`src/lact_pkg.sv`:
```
package lact_pkg;

    // ------------------------------------------------------------------
    // timing
    // ------------------------------------------------------------------
    localparam int unsigned CLK_PERIOD_NS    = 4;
    localparam int unsigned IN_ACK_LAT_CYC   = 1;
    localparam int unsigned OUT_TRIG_LAT_CYC = 9;
    // the output flop adds one cycle after the delay line
    localparam int unsigned DLY_DEPTH        = OUT_TRIG_LAT_CYC - 1;

    // ------------------------------------------------------------------
    // reset values
    // ------------------------------------------------------------------
    localparam logic RST_TRIG_OUT    = 1'h0;
    localparam logic RST_TRIG_IN_ACK = 1'h0;
    localparam logic RST_TRIG_IN_Q   = 1'h0;

    // ------------------------------------------------------------------
    // cross-trigger state
    // ------------------------------------------------------------------
    typedef enum logic [1:0] {
        ST_ARMED = 2'h0,
        ST_DELAY = 2'h1,
        ST_HIGH  = 2'h2,
        ST_DONE  = 2'h3
    } lact_state_t;

endpackage

```
`src/lact_dly_if.sv`:
```
`timescale 1ns/100ps
interface lact_dly_if;
    logic start;
    logic clear;
    logic done;

    modport ctrl (
        output start,
        output clear,
        input  done
    );

    modport line (
        input  start,
        input  clear,
        output done
    );
endinterface

```
`src/lact_dly_line.sv`:
```
`timescale 1ns/100ps
module lact_dly_line
    import lact_pkg::*;
#(
    parameter int unsigned DEPTH = DLY_DEPTH
) (
    input  wire logic clk_i,
    input  wire logic rstn_i,
    lact_dly_if.line  dly
);

    logic [DEPTH-1:0] pipe_ff;

    // ------------------------------------------------------------------
    // event shift line
    // ------------------------------------------------------------------
    always_ff @(posedge clk_i) begin
        if (!rstn_i || dly.clear) begin
            pipe_ff <= '0;
        end else begin
            pipe_ff <= {pipe_ff[DEPTH-2:0], dly.start};
        end
    end

    assign dly.done = pipe_ff[DEPTH-1];

endmodule

```
`src/lact_top.sv`:
```
`timescale 1ns/100ps
// Overview of operation
// - trigger out held until acknowledge arrives
// - ack tied low: out held until re-arm
// - re-arm allowed while acknowledge stays low
// - input ack rises one cycle after input
// - trigger out rises nine cycles after cause
// - acks fall only after their trigger falls
// - out feeds far input, far ack feeds ours
// - input and output pairs enabled by parameter
module lact_top
    import lact_pkg::*;
#(
    parameter bit TRIG_IN_EN  = 1'b1,
    parameter bit TRIG_OUT_EN = 1'b1
) (
    input  wire logic CLK_I,
    input  wire logic RSTN_I,
    input  wire logic TRIG_IN_I,
    output logic      TRIG_IN_ACK_O,
    output logic      TRIG_OUT_O,
    input  wire logic TRIG_OUT_ACK_I,
    input  wire logic TRIG_COND_I,
    input  wire logic REARM_I
);

    // ------------------------------------------------------------------
    // trigger state
    // ------------------------------------------------------------------
    lact_state_t state_ff;
    lact_state_t nxt_state;
    logic        armed;

    // ------------------------------------------------------------------
    // input trigger path
    // ------------------------------------------------------------------
    logic        trig_in_use;
    logic        trig_in_q_ff;
    logic        nxt_trig_in_q;
    logic        trig_in_ack_ff;
    logic        nxt_trig_in_ack;
    logic        in_rise;

    // ------------------------------------------------------------------
    // output trigger path
    // ------------------------------------------------------------------
    logic        trig_ack_use;
    logic        out_allow;
    logic        trig_out_ff;
    logic        nxt_trig_out;
    logic        cause_in;
    logic        cause_cond;
    logic        cause;

    lact_dly_if dly ();

    // ------------------------------------------------------------------
    // optional port pairs
    // ------------------------------------------------------------------
    // a disabled pair reads as idle
    generate
        if (TRIG_IN_EN) begin : g_trig_in
            assign trig_in_use = TRIG_IN_I;
        end else begin : g_no_trig_in
            assign trig_in_use = 1'h0;
        end

        if (TRIG_OUT_EN) begin : g_trig_out
            assign trig_ack_use = TRIG_OUT_ACK_I;
            assign out_allow    = 1'h1;
        end else begin : g_no_trig_out
            assign trig_ack_use = 1'h0;
            assign out_allow    = 1'h0;
        end
    endgenerate

    // ------------------------------------------------------------------
    // trigger causes
    // ------------------------------------------------------------------
    // re-arm in the same cycle drops the cause
    assign armed      = (state_ff == ST_ARMED);
    assign in_rise    = trig_in_use & ~trig_in_q_ff;
    assign cause_in   = armed & ~REARM_I & in_rise;
    assign cause_cond = armed & ~REARM_I & TRIG_COND_I;
    assign cause      = cause_in | cause_cond;

    // ------------------------------------------------------------------
    // input trigger handshake
    // ------------------------------------------------------------------
    always_comb begin
        nxt_trig_in_q   = trig_in_use;
        nxt_trig_in_ack = trig_in_use;
    end

    // edge memory for the rising-edge cause
    always_ff @(posedge CLK_I) begin
        if (!RSTN_I) begin
            trig_in_q_ff <= RST_TRIG_IN_Q;
        end else begin
            trig_in_q_ff <= nxt_trig_in_q;
        end
    end

    // ack follows the input one cycle late, so it falls only after it
    always_ff @(posedge CLK_I) begin
        if (!RSTN_I) begin
            trig_in_ack_ff <= RST_TRIG_IN_ACK;
        end else begin
            trig_in_ack_ff <= nxt_trig_in_ack;
        end
    end

    // ------------------------------------------------------------------
    // output trigger delay
    // ------------------------------------------------------------------
    assign dly.start = cause;
    assign dly.clear = REARM_I;

    // ------------------------------------------------------------------
    // delay line
    // ------------------------------------------------------------------
    // cleared on re-arm so a cancelled trigger never fires
    lact_dly_line #(
        .DEPTH (DLY_DEPTH)
    ) u_dly (
        .clk_i  (CLK_I),
        .rstn_i (RSTN_I),
        .dly    (dly)
    );

    // ------------------------------------------------------------------
    // trigger state
    // ------------------------------------------------------------------
    always_comb begin
        nxt_state = state_ff;
        case (state_ff)
            ST_ARMED: begin
                if (cause) begin
                    nxt_state = ST_DELAY;
                end
            end
            // wait out the fixed latency
            ST_DELAY: begin
                if (dly.done) begin
                    nxt_state = ST_HIGH;
                end
            end
            // hold until the far side acknowledges
            ST_HIGH: begin
                if (trig_ack_use) begin
                    nxt_state = ST_DONE;
                end
            end
            // one trigger per arm: wait here for re-arm
            ST_DONE: begin
                nxt_state = ST_DONE;
            end
            default: begin
                nxt_state = ST_ARMED;
            end
        endcase
        // re-arm wins over every state and cancels a pending trigger
        if (REARM_I) begin
            nxt_state = ST_ARMED;
        end
    end

    // ------------------------------------------------------------------
    // state register
    // ------------------------------------------------------------------
    always_ff @(posedge CLK_I) begin
        if (!RSTN_I) begin
            state_ff <= ST_ARMED;
        end else begin
            state_ff <= nxt_state;
        end
    end

    // ------------------------------------------------------------------
    // output trigger
    // ------------------------------------------------------------------
    // raised on entry to the high state, dropped on ack or re-arm
    always_comb begin
        nxt_trig_out = 1'h0;
        case (nxt_state)
            ST_HIGH: begin
                nxt_trig_out = out_allow;
            end
            ST_ARMED: begin
                nxt_trig_out = 1'h0;
            end
            ST_DELAY: begin
                nxt_trig_out = 1'h0;
            end
            ST_DONE: begin
                nxt_trig_out = 1'h0;
            end
            default: begin
                nxt_trig_out = 1'h0;
            end
        endcase
    end

    // ------------------------------------------------------------------
    // output register
    // ------------------------------------------------------------------
    always_ff @(posedge CLK_I) begin
        if (!RSTN_I) begin
            trig_out_ff <= RST_TRIG_OUT;
        end else begin
            trig_out_ff <= nxt_trig_out;
        end
    end

    // ------------------------------------------------------------------
    // outputs
    // ------------------------------------------------------------------
    assign TRIG_IN_ACK_O = trig_in_ack_ff;
    assign TRIG_OUT_O    = trig_out_ff;

endmodule

```
`config.mk`:
```
export PLATFORM = sky130hd
export DESIGN_NAME = lact_top
export DESIGN_NICKNAME = d
export VERILOG_FILES = /design/src/lact_pkg.sv /design/src/lact_dly_if.sv /design/src/lact_dly_line.sv /design/src/lact_top.sv
export SDC_FILE = /design/constraint.sdc
export NUM_CORES = 1
export LEC_CHECK = 0
export ABC_AREA = 1
export BUFFER_PORTS_ARGS = -buffer_cell sky130_fd_sc_hd__buf_2
export CAP_MARGIN = 20
export CORE_AREA = 2 2 39 41
export CTS_CLUSTER_DIAMETER = 30
export CTS_CLUSTER_SIZE = 24
export DETAILED_ROUTE_END_ITERATION = 8
export DIE_AREA = 0 0 41 43
export GPL_ROUTABILITY_DRIVEN = 0
export GPL_TIMING_DRIVEN = 0
export PLACE_DENSITY_LB_ADDON = 0.2
export SLEW_MARGIN = 10
export SYNTH_ARGS = -nofsm -noshare
export SYNTH_HDL_FRONTEND = slang
export SYNTH_SLANG_ARGS = --single-unit
```
`constraint.sdc`:
```
create_clock -name CLK_I -period 1.5 [get_ports CLK_I]
set_input_delay 0.15 -clock CLK_I [delete_from_list [all_inputs] [get_ports CLK_I]]
set_output_delay 0.15 -clock CLK_I [all_outputs]
set_load 0.01 [all_outputs]
```
Yosys cells after proc, flatten, opt, wreduce, memory -nomap -nowiden --
Index checks and enable logic that the tools add are counted.
Storage, ports and cells: output and inout port bits 2, register bits after elaboration 12, word-level logic and storage cells 28
Cells by class: bitwise operators 7, multiplexer cells 6, reduce and logical (&&, ||, !) cells 5, eq/ne operators 6
Operators by type and width (count):
- 2-bit equality test, second input constant | 4
- 2-bit 2-to-1 mux | 4
- 2-bit one-hot mux with 4 select lines | 1
- 1-bit AND | 4
- 2-bit by 1-bit equality test with 1-bit output, second input constant | 2
- 2-bit zero test | 2
- 3-bit OR reduction | 1
- 1-bit inverter | 2
- 1-bit one-hot mux with 2 select lines | 1
- 1-bit zero test | 1
- 1-bit logical OR | 1
- 1-bit bitwise OR | 1

Logic depth before layout (Yosys ltp) --
Gate-level depths: netlist (run 1).
depth after elaboration 10, gate-level depth with buffers 6, gate-level depth less buffers 6

Hierarchy --
Synthesis (run 1) repeated with hierarchy kept, for this count alone.
Second synthesis, totals: cell total of the unflattened synthesis 57, area total of the unflattened synthesis 427.9 µm²
By module, submodules not included:
- lact_dly_line | area an instance 230.2 µm², cells each 26, times used 1, seq. area each 160.2 µm²
- lact_top | area an instance 197.7 µm², cells each 31, times used 1, seq. area each 80.1 µm²

Least setup slack after synthesis (run 1) --
No wires, ideal clock.
kind flip-flop to flip-flop, start point reg state_ff[1], end point reg trig_out_ff, in the netlist TRIG_OUT_O, slack 0.716 ns, stages on the path, launching flop included 7, data required time 1.390 ns, data arrival time 0.674 ns, setup time 0.110 ns, path buffers 0, path through dfxtp_1 inv_1 nand2_1 nor2_1 nand2_1 nand2_1 nor2_2
Between the ends: cells in the longest elaborated chain, start to end 10, elaborated cells between the ends (all ways) 19
RTL lines:
- from (decl) | RTL line lact_top.sv:30 | lact_state_t state_ff;
- from (signal assigned) | RTL line lact_top.sv:175 | state_ff <= nxt_state;
- 2-bit zero test | RTL line lact_top.sv:81, lact_top.sv:136
- 1-bit AND | RTL line lact_top.sv:83, lact_top.sv:84
- 1-bit AND, on equally long branches | RTL line lact_top.sv:83, lact_top.sv:84
- 1-bit bitwise OR | RTL line lact_top.sv:85 | assign cause = cause_in | cause_cond;
- 2-bit 2-to-1 mux | RTL line lact_top.sv:138 | if (cause) begin
- 2-bit one-hot mux with 4 select lines (*) | RTL line lact_top.sv:136 | case (state_ff)
- 2-bit 2-to-1 mux (*) | RTL line lact_top.sv:163 | if (REARM_I) begin
- 2-bit equality test, or another cell as far along | RTL line lact_top.sv:185 | case (nxt_state)
- 3-bit OR reduction (no source line)
- 1-bit one-hot mux with 2 select lines (*) | RTL line lact_top.sv:185
- to (signal assigned) | RTL line lact_top.sv:211 | trig_out_ff <= nxt_trig_out;
- to (decl) | RTL line lact_top.sv:49 | logic trig_out_ff;
Mark *: on every way between the ends. The rest lies on a longest branch, timed or not. A chain may end at the register's enable or synchronous reset.

Worst setup path in the final report (run 1) --
start point reg trig_in_ack_ff, in the netlist TRIG_IN_ACK_O, end point out TRIG_IN_ACK_O
RTL lines:
- from (decl) | RTL line lact_top.sv:40 | logic trig_in_ack_ff;
- from (signal assigned) | RTL line lact_top.sv:109 | trig_in_ack_ff <= nxt_trig_in_ack;
- to (decl) | RTL line lact_top.sv:20 | output logic TRIG_IN_ACK_O,
No word-level cell between the ends.

==> metrics.md, run 1 <==
| Metric | Value |
|---|---|
| VDD IR max | `0.372 mV` |
| IO buf count | `7` |
| Critical path required time | `1350 ps` |
| Vias in the first global route | `268` |
| Cts bufs inserted | `3` |
| CP max FO | `2` |
| Fin. Hold Viols | `0` |
| Routed wl met2 | `211 µm` |
| Tightest Hold Check Type | `in2reg` |
| Delay-heaviest family, CP | `flip-flops` |
| CTS max path bufs | `2` |
| DP Worst Slack | `587 ps` |
| H-tree levels | `1` |
| Leak | `0.243 nW` |
| Cell Area, Synth | `425 µm²` |
| M1 wire length | `280 µm` |
| Share of layout cells above drive strength 1 | `0.242` |
| Unrepaired setup endpoints after global routing | `no` |
| Die width | `41 µm` |
| Fillers | `147` |
| Hpwl dp | `425 µm` |
| Starting Density | `0.307` |
| Crit start category | `flip-flop` |
| Post-DR wirelength/cell | `6.45 µm` |
| Vias | `302` |
| Post-Synthesis Cells | `55` |
| Clock skew | `2.14 ps` |
| CP endpoint kind | `output pin` |
| Status | `finished, final reports clean` |
| Placeable Area | `0.00138 mm²` |
| Fraction of registers with async set/reset | `0` |
| Worst hold slack | `83.9 ps` |
| Largest net degree at the start of global routing | `9` |
| Setup total negative slack | `0 ps` |
| Final slew viol count | `0` |
| Hold_buf cts | `0` |
| Slew HR | `0.871` |
| Sink Count | `12` |
| Max Used Layer | `met4` |
| Die area | `0.00176 mm²` |
| Yosys reg bits | `12` |
| P&R area growth vs syn | `21.5%` |
| Top-count cell post-synth | `nor2_1` |
| Drt first pass iters | `3` |
| Tmin final | `860 ps` |
| CTS tree | `built` |
| Least-Margin Pin Slew | `193 ps` |
| Top Ports | `8` |
| Fmax | `1.16 GHz` |
| Post_cts resized | `0` |
| Antenna cells | `0` |
| Final WS setup | `640 ps` |
| CP Cell Sequence | `buf_2` |
| DR iter-0 viols | `1` |
| Kind of critical path | `reg2out` |
| Setup repair bufs after CTS | `0` |
| Post-synthesis average cell area | `7.73 µm²` |
| Synth area leaders | `dfxtp_1, nor2_1, inv_1, nand2_1, buf_6` |
| Placed cells | `78` |
| Clock root cell | `clkbuf_4` |
| Slowest cell on crit path | `dfxtp_1` |
| YS warnings | `0` |
| Final global-route overflow total | `0` |
| Max-Cap Viols | `0` |
| Largest area contributor in the netlist | `dfxtp_1` |
| Most frequent cells after synthesis | `nor2_1, inv_1, dfxtp_1` |
| Total GRT Usage | `0.0809` |
| Via/cell ratio | `3.68` |
| Register area share after synthesis | `0.565` |
| Worst path max stage delay | `320 ps` |
| Post-synthesis cell type count | `11` |
| Antenna violations before repair | `0` |
| DRT Wirelength | `529 µm` |
| Post-DRT Antenna Nets | `0` |
| Number of enable flip-flop cells after synthesis | `0` |
| Worst EP arrival | `710 ps` |
| Met3 WL | `31 µm` |
| Post-synth top area share | `0.565` |
| Clock Latency Late Sink | `260 ps` |
| Clock transition at the registers of the reported paths | `70 ps` |
| First-pass GRT wire length | `938 µm` |
| Die extent in y | `43 µm` |
| Crit share post-route | `0.573` |
| Rows | `14` |
| Final Non-Filler Cells | `82` |
| DRC | `0` |
| # setup viols final | `0` |
| Worst path bufs/invs | `1` |
| Synth Net Count | `61` |
| Cell Pwr Density | `1170 mW/mm²` |
| Final #Nets | `73` |
| Top FF cell, synth | `dfxtp_1` |
==> power breakdown <==
group / switching, mW / internal [mW]
Combinational: 0.0187 / 0.0159
Sequential: 0.00233 / 0.324
Clock: 0.0987 / 0.147
==> through the flow <==
step / util / cell area, µm² / total power, mW
after floorplan: - / 425 / 0.357
after global placement: 0.347 / 480 / 0.370
after detailed placement: 0.347 / 480 / 0.370
after CTS: 0.373 / 517 / 0.624
after global routing: 0.373 / 517 / 0.641
final: 0.373 / 517 / 0.607
==> cell families after synthesis <==
logic type,after synthesis,share of synthesized area
AO/OA/AOI/OAI,1,0.0118
buffers and inverters,16,0.159
flip-flops,12,0.565
AND/OR/NAND/NOR,26,0.265
==> layout make-up <==
class | count | area, µm² | area share
flip-flops and latches | 12 | 240 | 0.465
multi-input cells | 27 | 118 | 0.228
inverters | 15 | 56.3 | 0.109
clock buffers | 4 | 36.3 | 0.0702
repair buffers | 7 | 35.0 | 0.0678
well taps | 16 | 20.0 | 0.0387
plain buffers | 1 | 11.3 | 0.0218
==> per-layer routing <==
layer | vias to the layer above | track usage
met5 | - | 0
met4 | 0 | 0.0600
met3 | 2 | 0.0314
met2 | 6 | 0.106
met1 | 119 | 0.102
li1 | 175 | -
==> path summary, 6_finish.rpt <==
kind | startpoint | to | slack (ps) | depth (start not counted)
max | TRIG_IN_ACK_O$_SDFF_PN0_ | TRIG_IN_ACK_O | 640 | 1
min | TRIG_IN_I | TRIG_IN_ACK_O$_SDFF_PN0_ | 80 | 3
max reg2reg | state_ff[1]$_SDFF_PN0_ | TRIG_OUT_O$_SDFF_PN0_ | 660 | 6
min reg2reg | u_dly.pipe_ff[0]$_SDFF_PP0_ | u_dly.pipe_ff[1]$_SDFF_PP0_ | 410 | 2
==> flip-flops by register name, summed over array words and instances, names as in the netlist <==
name	count
u_dly.pipe_ff	8
state_ff	2
TRIG_IN_ACK_O	1
TRIG_OUT_O	1
==> placed cells by master, fill, tap and decap left out, drive strengths merged <==
cell type	instances
nand2	8
dfxtp	12
inv	15
or2	1
nor2	17
a21oi	1
clkbuf	4
buf	8
(Power assumes the default switching activity.)
==> run 2: changes to the inputs <==
Clock period 1.5 ns to 0.9 ns, I/O delays scaled along.
==> metrics.md, run 2 (synthesized netlist as in run 1, its figures left out) <==
| Metric | Value |
|---|---|
| Clock Latency Late Sink | `260 ps (about the same)` |
| Final global-route overflow total | `0 (unchanged)` |
| DRC | `0 (unchanged)` |
| Top Ports | `8 (unchanged)` |
| Setup total negative slack | `0 ps (unchanged)` |
| Placed cell areas | `480 µm² (unchanged)` |
| Leak | `0.244 nW (+0.55%)` |
| Slew HR | `0.871 (about the same)` |
| Die width | `41 µm (unchanged)` |
| Fmax | `1.18 GHz` |
| IO buf count | `7 (unchanged)` |
| Kind of critical path | `reg2reg` |
| Post-DRT Antenna Nets | `0 (unchanged)` |
| Startpoint of the worst hold path | `TRIG_IN_I` |
| Final slew viol count | `0 (unchanged)` |
| Cts bufs inserted | `3 (unchanged)` |
| Global-route met3 utilization | `0.0314 (unchanged)` |
| Crit start category | `flip-flop` |
| Clock skew | `2.17 ps (+0.0287 ps)` |
| Most Used Layer, Global Route | `met2` |
| CTS tree | `built` |
| Die area | `0.00176 mm² (unchanged)` |
| CTS max path bufs | `2 (unchanged)` |
| Largest net degree at the start of global routing | `9 (unchanged)` |
| Antenna cells | `0 (unchanged)` |
| Max-Cap Viols | `0 (unchanged)` |
| Antenna violations before repair | `0 (unchanged)` |
| Fillers | `146 (-0.68%)` |
| Worst reg2reg startpoint | `state_ff[1]$_SDFF_PN0_` |
| Least-Margin Pin Slew | `193 ps (+0.0513 ps)` |
| Hpwl dp | `425 µm (unchanged)` |
| P&R area growth vs syn | `23.5%` |
| Hold_buf cts | `0 (unchanged)` |
| # setup viols final | `0 (unchanged)` |
| Largest Register | `u_dly.pipe_ff` |
| Fin. Hold Viols | `0 (unchanged)` |
| DR iter-0 viols | `2 (+1)` |
| Post_cts resized | `0 (unchanged)` |
| Starting Density | `0.307 (unchanged)` |
| Worst EP arrival | `1010 ps (+300 ps)` |
| Crit share post-route | `0.938` |
| Total GRT Usage | `0.0809 (unchanged)` |
| DRT Wirelength | `543 µm (+2.6%)` |
| Finished Cell Area | `526 µm² (+1.7%)` |
| Post-DR wirelength/cell | `6.62 µm (+2.6%)` |
| Status | `finished, final reports clean` |
| Final #Nets | `73 (unchanged)` |
| Drt first pass iters | `3 (unchanged)` |
| Vias | `305 (+0.99%)` |
| Regs by FF count | `u_dly.pipe_ff x8, state_ff x2` |
| Sink Count | `12 (unchanged)` |
| Final core utilization | `0.380 (+0.00633)` |
| Clock transition at the registers of the reported paths | `70 ps (about the same)` |
| Commonest cells after routing, fill and taps aside | `nor2_1, inv_1, dfxtp_1, buf_2, nand2_1` |
| Placeable Area | `0.00138 mm² (unchanged)` |
| Vias in the first global route | `268 (unchanged)` |
| CP endpoint kind | `flip-flop` |
| First-pass GRT wire length | `938 µm (unchanged)` |
| Tightest Hold Check Type | `in2reg` |
| GR Util met2 | `0.106 (unchanged)` |
| H-tree levels | `1 (unchanged)` |
| Tmin final | `844 ps` |
| Rows | `14 (unchanged)` |
| Cell Pwr Density | `1930 mW/mm² (+65%)` |
| Unrepaired setup endpoints after global routing | `yes` |
| Final WS setup | `55.8 ps (-584 ps)` |
| Critical path required time | `1070 ps (-280 ps)` |
| Via/cell ratio | `3.72 (+0.99%)` |
| Share of layout cells above drive strength 1 | `0.333 (+0.0909)` |
| Die extent in y | `43 µm (unchanged)` |
| DP Worst Slack | `47.0 ps (-540 ps)` |
| Largest register FFs | `8 (unchanged)` |
| Crit. Startpoint | `state_ff[1]$_SDFF_PN0_` |
| Commonest non-fill, non-tap cell in the layout | `nor2_1` |
| VDD IR max | `0.621 mV (+67%)` |
| CP max FO | `4 (+2)` |
| Grt met1 use | `0.102 (unchanged)` |
| Clock root cell | `clkbuf_4` |
| Pwr Total | `1.02 mW (+68%)` |
| Setup repair bufs after CTS | `0 (unchanged)` |
## run 2: power breakdown
part | switching [mW] | internal, mW
clock network | 0.165 | 0.245
logic | 0.0335 | 0.0281
registers | 0.00448 | 0.541
## run 2: path summary, 6_finish.rpt
kind	to	slack, ps	cells after the start
worst max-delay path	TRIG_OUT_O$_SDFF_PN0_	60	6
worst min-delay path	TRIG_IN_ACK_O$_SDFF_PN0_	20	3
worst max register to register	TRIG_OUT_O$_SDFF_PN0_	60	6
worst min register to register	u_dly.pipe_ff[1]$_SDFF_PP0_	410	2
## run 2: area by class of cell
cell class	instances	area, µm²	area share
tap	16	20.0	0.0381
multi-input combinational	27	124	0.236
clock buffer	4	36.3	0.0690
inverter	15	56.3	0.107
buffer	1	11.3	0.0214
timing repair buffer	7	35.0	0.0667
sequential	12	243	0.462
## run 2: worst max-delay path, cell delays in order (launching register included)
cell	delay [ps]
dfxtp_2	340
inv_2	50
nand2_2	50
nor2_1	100
nand2_1	100
nand2_1	90
nor2_2	30
## run 2: through the flow
stage                     hold slack [ps]  std cells
after CTS                            10.6         82
after global routing                 16.5         82
final                                23.8         82
after global placement                289         78
after floorplan                       183         55
after detailed placement              299         78
## run 2: metal layers
metal	wire length (µm)	vias to the layer above	part of all wire
met2	222	6	0.41
met4	5	0	0.0092
met3	31	2	0.057
met1	283	123	0.52
met5	0	-	0
li1	-	174	-
==> run 3: changes to the inputs <==
Settings changed: MAX_ROUTING_LAYER from default to met4, SYNTH_HIERARCHICAL from default to 1.
==> metrics.md, run 3 <==
| Metric | Value |
|---|---|
| Fin. Hold Viols | `0 (unchanged)` |
| Post-synth top area share | `0.561 (-0.00330)` |
| IO buf count | `7 (unchanged)` |
| Largest area contributor in the netlist | `dfxtp_1` |
| Clock root cell | `clkbuf_4` |
| Clock transition at the registers of the reported paths | `70 ps (about the same)` |
| Total GRT Usage | `0.0912 (+0.0103)` |
| Post-synthesis average cell area | `7.51 µm² (-2.9%)` |
| Worst path max stage delay | `340 ps (about the same)` |
| Comb pwr share | `0.063 (+0.002)` |
| Slowest cell on crit path | `dfxtp_2` |
| Status | `finished, final reports clean` |
| Sw frac | `0.211 (+0.0121)` |
| Final #Nets | `75 (+2.7%)` |
| CP Cell Sequence | `inv_2 -> nand2_2 -> nor2_2 -> nand2_2 -> nand2_2 -> nor2_2` |
| Post-Synthesis Cells | `57 (+3.6%)` |
| Post-DRT Antenna Nets | `0 (unchanged)` |
| Worst EP arrival | `1010 ps (about the same)` |
| DRC | `0 (unchanged)` |
| Final Non-Filler Cells | `84 (+2.4%)` |
| Kind of critical path | `reg2reg` |
| Yosys reg bits | `12 (unchanged)` |
| P_sw | `0.218 mW (+7.4%)` |
| Cell Area, Synth | `428 µm² (+0.59%)` |
| Rows | `14 (unchanged)` |
| Worst path bufs/invs | `1 (unchanged)` |
| Fraction of registers with async set/reset | `0 (unchanged)` |
| Starting Density | `0.309 (+0.00181)` |
| Die area | `0.00176 mm² (unchanged)` |
| DP Worst Slack | `59.4 ps (+12.3 ps)` |
| Antenna cells | `0 (unchanged)` |
| Crit share post-route | `0.938 (about the same)` |
| Clock Latency Late Sink | `270 ps (about the same)` |
| Delay-heaviest family, CP | `simple AND/OR/NAND/NOR gates` |
| Final global-route overflow total | `0 (unchanged)` |
| Via/cell ratio | `3.68 (-1.1%)` |
| Fmax | `1.18 GHz (about the same)` |
| DRT Wirelength | `599 µm (+10%)` |
| CP max FO | `4 (unchanged)` |
| First-pass GRT wire length | `910 µm (-3.0%)` |
| Clock skew | `2.41 ps (+0.238 ps)` |
| CTS tree | `built` |
| # setup viols final | `0 (unchanged)` |
| Crit start category | `flip-flop` |
| VDD IR max | `0.702 mV (+13%)` |
| Max-Cap Viols | `0 (unchanged)` |
| Least-Margin Pin Slew | `156 ps (-37.2 ps)` |
| Vias | `309 (+1.3%)` |
| Top Ports | `8 (unchanged)` |
| Cell Pwr Density | `1960 mW/mm² (+1.5%)` |
| Flop pwr share | `0.528 (-0.008)` |
| Top-count cell post-synth | `inv_1` |
| Tmin final | `844 ps (+0.231 ps)` |
| Largest Register | `u_dly/pipe_ff` |
| Vias in the first global route | `238 (-11%)` |
| Fillers | `156 (+6.8%)` |
| Worst hold slack | `22.4 ps (-1.43 ps)` |
| Commonest cells after routing, fill and taps aside | `inv_1, nor2_1, dfxtp_1, buf_2, nand2_1` |
| Final core utilization | `0.379 (-0.000904)` |
| Sink Count | `12 (unchanged)` |
| Die extent in y | `43 µm (unchanged)` |
| Critical path required time | `1070 ps (about the same)` |
| Clock power frac | `0.408 (+0.005)` |
| Pwr Total | `1.03 mW (+1.3%)` |
| Most frequent cells after synthesis | `inv_1, nor2_1, dfxtp_1` |
| Largest register FFs | `8 (unchanged)` |
| Top FF cell, synth | `dfxtp_1` |
| Placed cell areas | `483 µm² (+0.52%)` |
| Crit-path most repeated cell | `nand2_2` |
| Synth Net Count | `63 (+3.3%)` |
| Final WS setup | `55.5 ps (-0.231 ps)` |
| Finished Cell Area | `524 µm² (-0.24%)` |
| Cts bufs inserted | `3 (unchanged)` |
| Final slew viol count | `0 (unchanged)` |
| Unrepaired setup endpoints after global routing | `yes` |
| Die width | `41 µm (unchanged)` |
| Antenna violations before repair | `0 (unchanged)` |
| Regs by FF count | `u_dly/pipe_ff x8, state_ff x2` |
| Tightest Hold Check Type | `in2reg` |
| CTS max path bufs | `2 (unchanged)` |
| Drt first pass iters | `2 (-1)` |
| Largest net degree at the start of global routing | `9 (unchanged)` |
| YS warnings | `6 (+6)` |
| DR iter-0 viols | `2 (unchanged)` |
| P_int | `0.812 mW (-0.25%)` |
| Slew HR | `0.896 (+0.0249)` |
| Post-DR wirelength/cell | `7.13 µm (+7.7%)` |
| Leak | `0.252 nW (+3.3%)` |
| P&R area growth vs syn | `22.5%` |
| Hpwl dp | `436 µm (+2.4%)` |
| Register area share after synthesis | `0.561 (-0.00330)` |
| Number of enable flip-flop cells after synthesis | `0 (unchanged)` |
| Placed cells | `80 (+2.6%)` |
| CP endpoint kind | `flip-flop` |
| Synth area leaders | `dfxtp_1, inv_1, nor2_1, nand2_1, nand2_2` |
| Post-synthesis cell type count | `8 (-3)` |
| Placeable Area | `0.00138 mm² (unchanged)` |
| Setup total negative slack | `0 ps (unchanged)` |
| H-tree levels | `1 (unchanged)` |
| Share of layout cells above drive strength 1 | `0.353 (+0.0196)` |
[run 3: cell count changes after synthesis, sizes merged]
cell	before	now
inv	15	18
nor2	17	16
nand2	8	9
a21oi	1	2
buf	1	0
or2	1	0
[run 3: per-layer routing]
layer,vias to the layer above,part of all wire,global-route usage
li1,177,-,-
met3,2,0.038,0.0471
met2,3,0.45,0.109
met5,-,0,-
met4,0,0.015,0.120
met1,127,0.49,0.0855
[run 3: kinds of logic after synthesis]
group | count (synthesis) | share of synthesized area
flops | 12 | 0.561
simple gates | 25 | 0.249
compound gates | 2 | 0.0322
buf+inv | 18 | 0.158
[run 3: layout make-up]
type,instances,area [µm²],share of cell area
tap,16,20.0,0.0382
multi-input combinational,27,123,0.234
clock buffer,4,36.3,0.0692
timing repair buffer,7,35.0,0.0668
sequential,12,243,0.463
inverter,18,67.6,0.129
[run 3: path summary, 6_finish.rpt]
check / startpoint / end / slack, ps / cells past startpoint
max: state_ff[0]$_SDFF_PN0_ / TRIG_OUT_O$_SDFF_PN0_ / 60 / 6
min: TRIG_IN_I / TRIG_IN_ACK_O$_SDFF_PN0_ / 20 / 3
max reg2reg: state_ff[0]$_SDFF_PN0_ / TRIG_OUT_O$_SDFF_PN0_ / 60 / 6
min reg2reg: u_dly/pipe_ff[6]$_SDFF_PP0_ / u_dly/pipe_ff[7]$_SDFF_PP0_ / 410 / 2
[run 3: power by group through the flow]
| stage | Sequential [mW] | Clock, mW | Combinational (mW) |
|---|---|---|---|
| detailed placement | 0.556 | 0 | 0.0627 |
| global placement | 0.555 | 0 | 0.0624 |
| CTS | 0.543 | 0.447 | 0.0630 |
| floorplan | 0.556 | 0 | 0.0390 |
| finish | 0.544 | 0.420 | 0.0653 |
| global route | 0.545 | 0.466 | 0.0757 |
[run 3: tightest hold or removal path: cells and delay by family]
family,cells,cell delay [ps]
buf+inv,2,120
simple gates,1,50
[run 3: timing repair]
action	in CTS	in global routing
resized for setup	0	7
endpoints found under the setup margin	0	1
setup buffers	0	0
hold buffers	0	0
